[src/hdl/cscr_defines.svh]
// constants for the clock stop control register bank
`ifndef CSCR_DEFINES_SVH
`define CSCR_DEFINES_SVH
// ==========================================
// offsets
`define CSCR_OFS_IO_STOP    7'h03
`define CSCR_OFS_CPU_PCI    7'h04
`define CSCR_OFS_DRIVE_MODE 7'h05
`define CSCR_OFS_TEST_FREQ  7'h06
`define CSCR_OFS_ID         7'h07
// ==========================================
// reset values
`define CSCR_RST_IO_STOP    8'h00
`define CSCR_RST_CPU_PCI    8'h07
`define CSCR_RST_DRIVE_MODE 8'h00
`define CSCR_RST_TEST       8'h18
// ==========================================
// field positions
`define CSCR_CMD_BYTE_MODE  7
`define CSCR_B4_DOT_PD      6
`define CSCR_B4_FREE_PCI_CLOCK_1       4
`define CSCR_B4_FREE_PCI_CLOCK_0       3
`define CSCR_B5_IO_STOP_HZ  7
`define CSCR_B5_IO_PD_HZ    3
`define CSCR_B4_CPU_STOP    0
`define CSCR_B4_WR_MASK     8'h5f
`define CSCR_B5_CPU_STOP_HZ 4
`define CSCR_B5_CPU_PD_HZ   0
`define CSCR_B6_REFN_SEL    7
`define CSCR_B6_TEST_EN     6
`define CSCR_B6_REF_STRONG  4
`define CSCR_B6_SW_RUN      3
`define CSCR_B6_WR_MASK     8'hd8
// ==========================================
// timing: least halt delay in ref_clk periods
`define CSCR_CPU_HALT_DLY   2
`endif

[src/hdl/cscr_pkg.sv]
// types of the clock stop control register bank
package cscr_pkg;
    // gated run enables for the clock outputs
    typedef struct packed {
        logic [7:0] io_run;
        logic [1:0] free_pci_run;
        logic [2:0] cpu_run;
        logic       pci_run;
    } cscr_run_t;
    // drive enables (0 = hi-z) per differential output
    typedef struct packed {
        logic [7:0] io_drive;
        logic [2:0] cpu_drive;
        logic       dot_drive;
    } cscr_drive_t;
    // register bus request
    typedef struct packed {
        logic       wr;
        logic       rd;
        logic [6:0] offset;
        logic [7:0] wdata;
    } cscr_req_t;
endpackage : cscr_pkg

[src/hdl/cscr_regs.sv]
// clock stop control registers and stop gating, bytes 3 to 7
`timescale 1ns/1ps
`include "cscr_defines.svh"
module cscr_regs
    import cscr_pkg::*;
#(
    parameter logic [3:0] REVISION_CODE = 4'h5, // arbitrary value
    parameter logic [3:0] VENDOR_CODE   = 4'ha  // arbitrary value
) (
    input  wire logic        ref_clk,
    input  wire logic        rst,
    input  wire cscr_req_t   req,
    output      logic [7:0]  rdata,
    output      logic        rvalid,
    input  wire logic        pci_clock_halt_n,
    input  wire logic        cpu_clock_halt_n,
    input  wire logic        power_down_input,
    input  wire logic        vtt_power_good_n,
    input  wire logic        freq_select_a,
    input  wire logic        freq_select_b,
    input  wire logic        freq_select_c,
    output      cscr_run_t   run,
    output      cscr_drive_t drive,
    output      logic        test_mode,
    output      logic        test_ref_div,
    output      logic        ref_strong,
    output      logic        power_down_state
);
    // ==========================================
    // pin synchronisers
    logic [5:0] pin_s1_r;
    logic [5:0] pin_s2_r;
    logic       pci_halt;
    logic       cpu_halt;
    logic       pd_in;
    logic       pwrgd_n;
    logic [2:0] fs_pins;

    // two stages; only the second stage is read by logic
    always_ff @(posedge ref_clk) begin
        pin_s1_r <= {pci_clock_halt_n, cpu_clock_halt_n, power_down_input,
                     freq_select_c, freq_select_b, freq_select_a};
        pin_s2_r <= pin_s1_r;
    end
    assign pci_halt = ~pin_s2_r[5];
    assign cpu_halt = ~pin_s2_r[4];
    assign pd_in    = pin_s2_r[3];
    assign fs_pins  = pin_s2_r[2:0];

    // power good synchronised separately
    logic pg_s1_r;
    logic pg_s2_r;
    always_ff @(posedge ref_clk) begin
        pg_s1_r <= vtt_power_good_n;
        pg_s2_r <= pg_s1_r;
    end
    assign pwrgd_n = pg_s2_r;

    // ==========================================
    // registers
    logic [7:0] io_stop_en_r;
    logic [7:0] cpu_pci_en_r;
    logic [7:0] drive_mode_r;
    logic [7:0] test_ctl_r;
    logic [2:0] fs_latch_r;
    logic       fs_done_r;

    function automatic logic hit(input cscr_req_t q, input logic [6:0] ofs);
        hit = q.wr && (q.offset == ofs);
    endfunction : hit

    // one write strobe per register; byte 7 and unmapped offsets get none
    logic wr_io_stop;
    logic wr_cpu_pci;
    logic wr_drive_mode;
    logic wr_test_freq;
    assign wr_io_stop    = hit(req, `CSCR_OFS_IO_STOP);
    assign wr_cpu_pci    = hit(req, `CSCR_OFS_CPU_PCI);
    assign wr_drive_mode = hit(req, `CSCR_OFS_DRIVE_MODE);
    assign wr_test_freq  = hit(req, `CSCR_OFS_TEST_FREQ);

    // byte 3 per-pair stop enables
    always_ff @(posedge ref_clk) begin
        if (rst) begin
            io_stop_en_r <= `CSCR_RST_IO_STOP;
        end else if (wr_io_stop) begin
            io_stop_en_r <= req.wdata;
        end
    end

    // byte 4; reserved bits 7 and 5 kept at 0
    always_ff @(posedge ref_clk) begin
        if (rst) begin
            cpu_pci_en_r <= `CSCR_RST_CPU_PCI;
        end else if (wr_cpu_pci) begin
            cpu_pci_en_r <= req.wdata & `CSCR_B4_WR_MASK;
        end
    end

    // byte 5 drive modes
    always_ff @(posedge ref_clk) begin
        if (rst) begin
            drive_mode_r <= `CSCR_RST_DRIVE_MODE;
        end else if (wr_drive_mode) begin
            drive_mode_r <= req.wdata;
        end
    end

    // byte 6 writable bits; fs bits and reserved bit 5 not writable
    always_ff @(posedge ref_clk) begin
        if (rst) begin
            test_ctl_r <= `CSCR_RST_TEST;
        end else if (wr_test_freq) begin
            test_ctl_r <= req.wdata & `CSCR_B6_WR_MASK;
        end
    end

    // freq select captured once, when power good first seen low
    always_ff @(posedge ref_clk) begin
        if (rst) begin
            fs_latch_r <= 3'h0;
            fs_done_r  <= 1'b0;
        end else if (!fs_done_r && !pwrgd_n) begin
            fs_latch_r <= fs_pins;
            fs_done_r  <= 1'b1;
        end
    end

    // ==========================================
    // read port; byte 7 constant, writes ignored
    always_ff @(posedge ref_clk) begin
        if (rst) begin
            rdata  <= 8'h00;
            rvalid <= 1'b0;
        end else begin
            rvalid <= req.rd;
            case (req.offset)
                `CSCR_OFS_IO_STOP:    rdata <= io_stop_en_r;
                `CSCR_OFS_CPU_PCI:    rdata <= cpu_pci_en_r;
                `CSCR_OFS_DRIVE_MODE: rdata <= drive_mode_r;
                `CSCR_OFS_TEST_FREQ:  rdata <= {test_ctl_r[7:3], fs_latch_r};
                `CSCR_OFS_ID:         rdata <= {REVISION_CODE, VENDOR_CODE};
                default:              rdata <= 8'h00;
            endcase
        end
    end

    // ==========================================
    // stop gating
    // pair counts; must match the run and drive field widths
    localparam int IO_PAIRS  = 8;
    localparam int CPU_PAIRS = 3;
    logic       sw_halt;
    logic       pci_stop;
    logic       pd_active;
    logic       cpu_halt_done;
    logic [2:0] cpu_halt_cnt_r;
    logic       cpu_halted_r;

    // power down follows the pin only after power good was seen
    assign pd_active = fs_done_r & pd_in;
    assign sw_halt   = ~test_ctl_r[`CSCR_B6_SW_RUN];
    // pin and software stop merged for io pairs 7 to 1 and the pci clocks
    assign pci_stop  = pci_halt | sw_halt;

    // cpu halt waits the least delay after sync before parking; the count
    // stops at its end so it cannot wrap during a long halt
    assign cpu_halt_done = (cpu_halt_cnt_r == 3'(`CSCR_CPU_HALT_DLY));

    // delay counter, cleared whenever the halt pin is released
    always_ff @(posedge ref_clk) begin
        if (rst) begin
            cpu_halt_cnt_r <= 3'h0;
        end else if (!cpu_halt) begin
            cpu_halt_cnt_r <= 3'h0;
        end else if (!cpu_halt_done) begin
            cpu_halt_cnt_r <= cpu_halt_cnt_r + 3'h1;
        end
    end

    // parked flag; released at once with the pin so resume is prompt
    always_ff @(posedge ref_clk) begin
        if (rst) begin
            cpu_halted_r <= 1'b0;
        end else if (!cpu_halt) begin
            cpu_halted_r <= 1'b0;
        end else if (cpu_halt_done) begin
            cpu_halted_r <= 1'b1;
        end
    end

    // ==========================================
    // next values of the run enables
    logic [IO_PAIRS-1:0]  io_run_nxt;
    logic [1:0]           free_pci_run_nxt;
    logic [CPU_PAIRS-1:0] cpu_run_nxt;
    logic                 pci_run_nxt;

    // io pair 0 follows the pin alone; the software stop never reaches it
    assign io_run_nxt[0] = ~(io_stop_en_r[0] & pci_halt);

    // io pairs 7 to 1 obey the pin and the software stop alike
    for (genvar g = 1; g < IO_PAIRS; g++) begin : g_io_run
        assign io_run_nxt[g] = ~(io_stop_en_r[g] & pci_stop);
    end

    // free pci clocks stop only when their enable bit is set
    for (genvar g = 0; g < 2; g++) begin : g_free_pci_run
        assign free_pci_run_nxt[g] =
            ~(cpu_pci_en_r[`CSCR_B4_FREE_PCI_CLOCK_0 + g] & pci_stop);
    end

    // cpu pairs ignore the pci stop; they park only after the halt delay
    for (genvar g = 0; g < CPU_PAIRS; g++) begin : g_cpu_run
        assign cpu_run_nxt[g] =
            ~(cpu_pci_en_r[`CSCR_B4_CPU_STOP + g] & cpu_halted_r);
    end

    // plain pci clocks have no enable bit and always obey the stop
    assign pci_run_nxt = ~pci_stop;

    // ==========================================
    // next values of the drive enables
    logic                 io_pd_float;
    logic [IO_PAIRS-1:0]  io_drive_nxt;
    logic [CPU_PAIRS-1:0] cpu_drive_nxt;
    logic                 dot_drive_nxt;

    // every io pair floats in power down when the mode bit asks for it
    assign io_pd_float = pd_active & drive_mode_r[`CSCR_B5_IO_PD_HZ];

    // a pair floats on a stop only once it has really stopped, so a pair
    // left free running keeps its drive whatever the stop mode says
    for (genvar g = 0; g < IO_PAIRS; g++) begin : g_io_drive
        assign io_drive_nxt[g] = ~(io_pd_float
            | (~run.io_run[g] & drive_mode_r[`CSCR_B5_IO_STOP_HZ]));
    end

    // cpu pairs have their own stop and power down mode bits
    for (genvar g = 0; g < CPU_PAIRS; g++) begin : g_cpu_drive
        logic pd_float;
        logic stop_float;
        assign pd_float   = pd_active & drive_mode_r[`CSCR_B5_CPU_PD_HZ + g];
        assign stop_float = cpu_pci_en_r[`CSCR_B4_CPU_STOP + g] & cpu_halted_r
                            & drive_mode_r[`CSCR_B5_CPU_STOP_HZ + g];
        assign cpu_drive_nxt[g] = ~(pd_float | stop_float);
    end

    // the dot pair is touched by power down only
    assign dot_drive_nxt = ~(pd_active & cpu_pci_en_r[`CSCR_B4_DOT_PD]);

    // ==========================================
    // output registers, one per concern, so stops land on one edge
    // run enables; every clock runs out of reset
    always_ff @(posedge ref_clk) begin
        if (rst) begin
            run <= '1;
        end else begin
            run.io_run       <= io_run_nxt;
            run.free_pci_run <= free_pci_run_nxt;
            run.cpu_run      <= cpu_run_nxt;
            run.pci_run      <= pci_run_nxt;
        end
    end

    // drive enables; every differential output driven out of reset
    always_ff @(posedge ref_clk) begin
        if (rst) begin
            drive <= '1;
        end else begin
            drive.io_drive  <= io_drive_nxt;
            drive.cpu_drive <= cpu_drive_nxt;
            drive.dot_drive <= dot_drive_nxt;
        end
    end

    // test clock mode controls
    always_ff @(posedge ref_clk) begin
        if (rst) begin
            test_mode    <= 1'b0;
            test_ref_div <= 1'b0;
        end else begin
            test_mode    <= test_ctl_r[`CSCR_B6_TEST_EN];
            test_ref_div <= test_ctl_r[`CSCR_B6_REFN_SEL];
        end
    end

    // reference output strength; strong out of reset
    always_ff @(posedge ref_clk) begin
        if (rst) begin
            ref_strong <= 1'b1;
        end else begin
            ref_strong <= test_ctl_r[`CSCR_B6_REF_STRONG];
        end
    end

    // power down state seen by the rest of the chip
    always_ff @(posedge ref_clk) begin
        if (rst) begin
            power_down_state <= 1'b0;
        end else begin
            power_down_state <= pd_active;
        end
    end
endmodule : cscr_regs

[config.mk]
export PLATFORM = sky130hd
export DESIGN_NAME = cscr_regs
export DESIGN_NICKNAME = d
export VERILOG_FILES = /design/src/hdl/cscr_pkg.sv /design/src/hdl/cscr_regs.sv
export VERILOG_INCLUDE_DIRS = /design/src /design/src/hdl
export SDC_FILE = /design/constraint.sdc
export NUM_CORES = 1
export LEC_CHECK = 0
export ABC_AREA = 1
export BUFFER_PORTS_ARGS = -buffer_cell sky130_fd_sc_hd__buf_2
export CAP_MARGIN = 20
export CORE_MARGIN = 8
export CORE_UTILIZATION = 48
export DETAILED_ROUTE_END_ITERATION = 6
export HOLD_SLACK_MARGIN = 0.08
export PLACE_DENSITY_LB_ADDON = 0.12
export SLEW_MARGIN = 30
export SYNTH_ARGS = -nofsm -noshare
export SYNTH_HDL_FRONTEND = slang
export SYNTH_SLANG_ARGS = --single-unit
[constraint.sdc]
create_clock -name ref_clk -period 1 [get_ports ref_clk]
set_input_delay 0.05 -clock ref_clk [delete_from_list [all_inputs] [get_ports ref_clk]]
set_output_delay 0.05 -clock ref_clk [all_outputs]
set_load 0.02 [all_outputs]
==> flow_summary.yaml, run 1 <==
power:
  powerDensity_nw_per_um2: 1710
  total_power_w: 0.00677
  vdd.ir_drop.worst_mv: 1.41
  p_leak_nw: 1.72
die:
  core_um2: 5960
  fp.dieArea_um2: 8950
  rows: 28
  initial_core_util: 0.498
  die_h_um: 94.6
  io_pins: 65
  dieWidth_um: 94.6
synthesis:
  synth_area_leaders: "dfxtp_1, nand2_1, nor2_1"
  ys_types: 31
  netlist.area_leader.share: 0.587
  yosys_warnings: 0
  syn_area_um2: 2970
  async_reset_ff_frac: 0
  synth-seq-area-share: 0.587
  syn_inst: 340
  synth_top_area_cell: "dfxtp_1"
  synth_edf_count: 0
  synth_nets: 368
  avgSynthCellArea_um2: 8.73
  ys_seq_elements: 87
  synth.most_common_cell: "dfxtp_1"
  yosys-top-cells-count: "dfxtp_1, nand2_1, nor2_1, nand3_1, o21ai_0"
  synth_ff_type: "dfxtp_1"
placed_design:
  io_buffer_count: 64
  place_congestion: 0.814
  dp.cells: 489
  dpl.hpwl_um: 4990
setup_path:
  cpPeakStageDelay_ns: 0.33
  crit_required_ns: 1.27
  reg2reg_depth: 4
  critical_path_class: "flop to flop"
  start_kind: "flop"
  cp-end-kind: "flop"
  r2r_setup_slack_ns: 0.02
  worstPathArrival_ns: 1.25
  crit_chain: "buf_4, ha_1, xnor2_1, nor3_1"
  crit_path_max_fanout: 3
  slowest_stage: "dfxtp_2"
global_route:
  grt_pass1_wl_um: 11800
  antenna_found_initial: 0
  grt_pass1_vias: 2553
  grt_overflow: 0
  grt_max_degree: 34
  grt_util_all_layers: 0.168
routing:
  viasPerCell: 4.81
  wl_met2_um: 3420
  drt_iter0_markers: 149
  wl_per_cell_um: 13.6
  dr_wl_met3_um: 481
  met1_length_um: 3100
  drc: 0
  top_layer: "met4"
  vias: 2513
  antenna_left: 0
  dr.pass1.iters: 4
  wl_um: 7110
clocking:
  cts_inserted_buffers: 9
  clockRootBuffer: "clkbuf_8"
  cts.clk_slew.worst_paths_ns: 0.08
  cts_tree: "done"
  h-tree-depth: 3
  clk_path_buf_depth: 2
  clk_latency_ns: 0.35
  post_cts_buffers: 0
  cts_sinks: 87
  cts_hold_buf: 17
sta:
  finalHoldViolations: 0
  fin_crit_sh: 0.980
  min_period_ns: 0.980
  drv_slew: 0
  fmax_ghz: 1.02
  setup_viol: 0
  rsz0062_at_grt: "true"
  tightest_slew_ns: 0.254
  slew_headroom: 0.831
  fin_hold_ws_ns: 0.0461
  finalSetupTns_ns: 0
  finClkSkew_ns: 0.00538
worst_hold_path:
  hold_depth: 3
  hold_class: "primary input to flop"
layout:
  drive_gt1_frac: 0.289
  layout.nets: 471
  num_antenna_cells: 0
  layout.cells.non_filler: 522
  fill_cells: 507
  syn2layout_area_growth_pct: 33.4
run:
  max_cap_violations: 0
status:
  status: "finished clean"
cells by family after synthesis:
group                    synth area share
AND/OR/NAND/NOR                     0.247
flip-flops                          0.587
AO/OA/AOI/OAI                      0.0970
buffers and inverters              0.0573
adder cells (fa/ha/maj)           0.00843
XOR/XNOR                          0.00295
power breakdown:
part,internal (W),switching (W)
Combinational,0.000184,0.000229
Clock,0.00164,0.00115
Sequential,0.00352,0.0000328
Total,0.00535,0.00141
repair_timing:
action	CTS	global route
pin swaps	3	4
gates cloned	0	1
hold endpoints to repair	45	14
resized for setup	12	8
endpoints found under the setup margin	10	16
cell type report:
cell class,instances,area (um2),area share
Inverter,31,124,0.0313
Clock inverter,4,95.1,0.0240
Clock buffer,11,131,0.0332
Sequential cell,87,1750,0.441
Timing Repair Buffer,100,658,0.166
Tap cell,75,93.8,0.0237
Timing Repair inverter,1,7.51,0.00190
Multi-Input combinational cell,213,1100,0.279
layer usage:
metal,global-route usage,vias up
li1,-,1299
met5,0,-
met4,0.0689,0
met2,0.278,69
met3,0.0484,11
met1,0.199,1134
flip-flops by register name, indices dropped and copies added (netlist names), 3 cells and up:
name	count
cpu_halt_cnt_r	3
drive	12
cpu_pci_en_r	6
pin_s2_r	6
test_ctl_r	4
fs_latch_r	3
drive_mode_r	8
rdata	8
pin_s1_r	6
run	14
io_stop_en_r	8
worst max-delay path: cells and delay by family (launching register included):
kind	cells	cell delay, ns
buffers and inverters	1	0.14
DFF	1	0.33
and+or+nand+nor	1	0.13
adders and majority gates	1	0.20
xor gates and xnor gates	1	0.12
metrics by stage:
stage | setup WS (ns) | area, um2 | util
2_1_floorplan | -0.000135 | 2970 | -
4_1_cts | -0.00888 | 3930 | 0.660
5_1_grt | -0.0445 | 3960 | 0.665
3_3_place_gp | -0.0721 | 3500 | 0.588
3_5_place_dp | -0.140 | 3500 | 0.588
6_report | 0.0197 | 3960 | 0.665
layout by cell type (no fill, tap or decap), drive strengths merged:
master	Yosys	routed
o211ai	3	3
a21oi	18	18
nor2	59	59
o21ai	32	32
dfxtp	87	87
nor3	1	1
ha	2	2
nand4	1	1
or2	1	1
bufinv	0	3
xnor2	1	1
nand3b	1	1
dlygate4sd3	0	17
buf	6	83
nand3	35	35
clkbuf	3	11
clkinvlp	0	2
nand2	58	58
clkinv	2	2
a211oi	1	1
inv	29	29
path summary, 6_finish.rpt:
path                          start                end
hold / removal                  rst           rdata[5]
hold reg to reg         pin_s1_r[0]        pin_s2_r[0]
setup reg to reg  cpu_halt_cnt_r[0]  cpu_halt_cnt_r[2]
setup / recovery  cpu_halt_cnt_r[0]  cpu_halt_cnt_r[2]
Power figures use the tool's default switching activity.
==> run 2: changes to the inputs <==
--- a/config.mk
+++ b/config.mk
@@ -10,5 +10,6 @@
 export BUFFER_PORTS_ARGS = -buffer_cell sky130_fd_sc_hd__buf_2
-export CAP_MARGIN = 20
+export CAP_MARGIN = 15
 export CORE_MARGIN = 8
 export CORE_UTILIZATION = 48
+export CTS_CLUSTER_DIAMETER = 150
 export DETAILED_ROUTE_END_ITERATION = 6
==> constraint.sdc (replaced) <==
create_clock -name ref_clk -period 1 [get_ports ref_clk]
set_input_delay 0.15 -clock ref_clk [delete_from_list [all_inputs] [get_ports ref_clk]]
set_output_delay 0.15 -clock ref_clk [all_outputs]
set_load 0.02 [all_outputs]
==> run 2 against run 1 <==
- critical path depth up 3
- utilization up 3.3 points
- final area up 5.0%
- register-to-register slack about the same
- die area unchanged
- sequential power about the same
- count of clock-buffer cells in the layout unchanged
- hold slack better by 0.046 ns
- wire length up 4.4%
- clock skew up 0.0013 ns
- global-route usage up 0.39 points
- critical path type unchanged
==> flow_summary.yaml, run 2 (same netlist as run 1, synthesis figures left out) <==
global_route:
  grt_util_all_layers: 0.172
  grt_pass1_wl_um: 11700
  grt_overflow: 0
  grt_max_degree: 24
  antenna_found_initial: 0
  grt_pass1_vias: 2478
clocking:
  cts.clk_slew.worst_paths_ns: 0.08
  cts_tree: "done"
  post_cts_buffers: 0
  cts_sinks: 87
  h-tree-depth: 3
  cts_inserted_buffers: 9
  clk_path_buf_depth: 2
  clockRootBuffer: "clkbuf_8"
  clk_latency_ns: 0.35
sta:
  worst_slack_ns: 0.0168
  slew_headroom: 0.843
  fmax_ghz: 1.02
  min_period_ns: 0.983
  fin_hold_ws_ns: 0.0922
  finClkSkew_ns: 0.00663
  drv_slew: 0
  rsz0062_at_grt: "true"
  finalHoldViolations: 0
  setup_viol: 0
  tightest_slew_ns: 0.233
  fin_crit_sh: 0.983
setup_path:
  crit_chain: "inv_2, ha_4, inv_2, nor2_4, buf_4, nor2_2, nor2_1"
  path_delay_family: "flip-flops"
  slowest_stage: "dfxtp_2"
  reg2reg_depth: 7
  reg2reg_from: "cpu_halt_cnt_r[0]"
  r2r_setup_slack_ns: 0.02
  worstPathArrival_ns: 1.23
  cp_common_cell: "inv_2"
  crit_buf_inv: 3
  crit_required_ns: 1.25
  crit_path_max_fanout: 2
  critical_path_class: "flop to flop"
  start_kind: "flop"
  cp-end-kind: "flop"
  cpPeakStageDelay_ns: 0.34
  reg2reg_to: "cpu_halted_r"
power:
  seqPwrFrac: 0.541
  p_leak_nw: 1.79
  p_switching_w: 0.00145
  powerDensity_nw_per_um2: 1580
  total_power_w: 0.00658
  clkPwrFrac: 0.394
  vdd.ir_drop.worst_mv: 1.11
  p_comb_frac: 0.065
  swShare: 0.220
  p_int_w: 0.00513
routing:
  wl_um: 7420
  antenna_left: 0
  wl_per_cell_um: 14.2
  vias: 2534
  viasPerCell: 4.85
  drt_iter0_markers: 118
  drc: 0
  dr.pass1.iters: 4
layout:
  num_antenna_cells: 0
  layout.cells.non_filler: 523
  layout.nets: 471
  fill_cells: 523
  mostFrequentLayoutCell: "dfxtp_1"
  syn2layout_area_growth_pct: 40.1
  design_area_um2: 4160
  mostFrequentLayoutCells: "dfxtp_1, nand2_1, nor2_1"
  reg_top3: "run (14), drive (12)"
  largest_register_ffs: 14
  largest-register: "run"
  drive_gt1_frac: 0.348
worst_hold_path:
  hold_class: "primary input to flop"
  min_to: "cpu_pci_en_r[4]"
  hold_depth: 3
  hp-start: "req[4]"
placed_design:
  place_ws_ns: -0.272
  dp.cells: 494
  dpl_cell_area_um2: 3570
  io_buffer_count: 64
  dpl.hpwl_um: 5480
  place_congestion: 0.871
die:
  initial_core_util: 0.498
  core_um2: 5960
  fp.dieArea_um2: 8950
  io_pins: 65
  die_h_um: 94.6
  rows: 28
  dieWidth_um: 94.6
run:
  max_cap_violations: 0
status:
  status: "finished clean"
==> run 2: what timing repair did <==
action                                  CTS  global route
hold endpoints to repair                 16             0
endpoints found under the setup margin   15            45
pin swaps                                 3             2
gates resized for setup                  27            65
hold buffers                             13             0
==> run 2: power by group through the flow <==
stage / Combinational [W] / Sequential [W] / Clock (W)
final: 0.000428 / 0.00356 / 0.00259
after global routing: 0.000470 / 0.00356 / 0.00281
after CTS: 0.000415 / 0.00355 / 0.00264
after detailed placement: 0.000362 / 0.00363 / 0
after global placement: 0.000355 / 0.00363 / 0
after floorplan: 0.000165 / 0.00364 / 0
==> run 2: tightest hold or removal path, stage by stage <==
cell and delay [ns]:
buf_2 0.13, nand2_1 0.06, a21oi_1 0.06
==> run 2: layout make-up <==
type                            count  area [um2]  share of cell area
Clock buffer                       11         131              0.0316
Sequential cell                    87        1770               0.425
Timing Repair Buffer              101         823               0.198
Clock inverter                      5        82.6              0.0199
Multi-Input combinational cell    213        1130               0.271
Tap cell                           75        93.8              0.0226
Inverter                           31         131              0.0316
==> run 2: worst max-delay path by stage <==
stage	start	endpoint	slack [ns]	cells past startpoint
after floorplan	cpu_halt_cnt_r[0]	cpu_halt_cnt_r[1]	-0.0001	7
after global routing	cpu_halt_cnt_r[0]	cpu_halt_cnt_r[1]	-0.03	7
after detailed placement	req[13]	rdata[0]	-0.27	9
after global placement	req[13]	rdata[0]	-0.26	9
final	cpu_halt_cnt_r[0]	cpu_halted_r	0.02	7
after CTS	cpu_halt_cnt_r[0]	cpu_halt_cnt_r[1]	-0.01	7
==> run 2: through the flow <==
step	TNS, ns	utilization
floorplan	-0.000135	-
global placement	-4.69	0.599
detailed placement	-5.32	0.599
CTS	-0.0129	0.668
global route	-0.128	0.698
finish	0	0.698
==> run 2: per-layer routing <==
layer / GRT usage / share of wire / vias up
met2: 0.298 / 0.50 / 74
met3: 0.0413 / 0.068 / 12
met5: 0 / 0 / -
met4: 0.0819 / 0.018 / 0
li1: - / - / 1299
met1: 0.194 / 0.41 / 1149
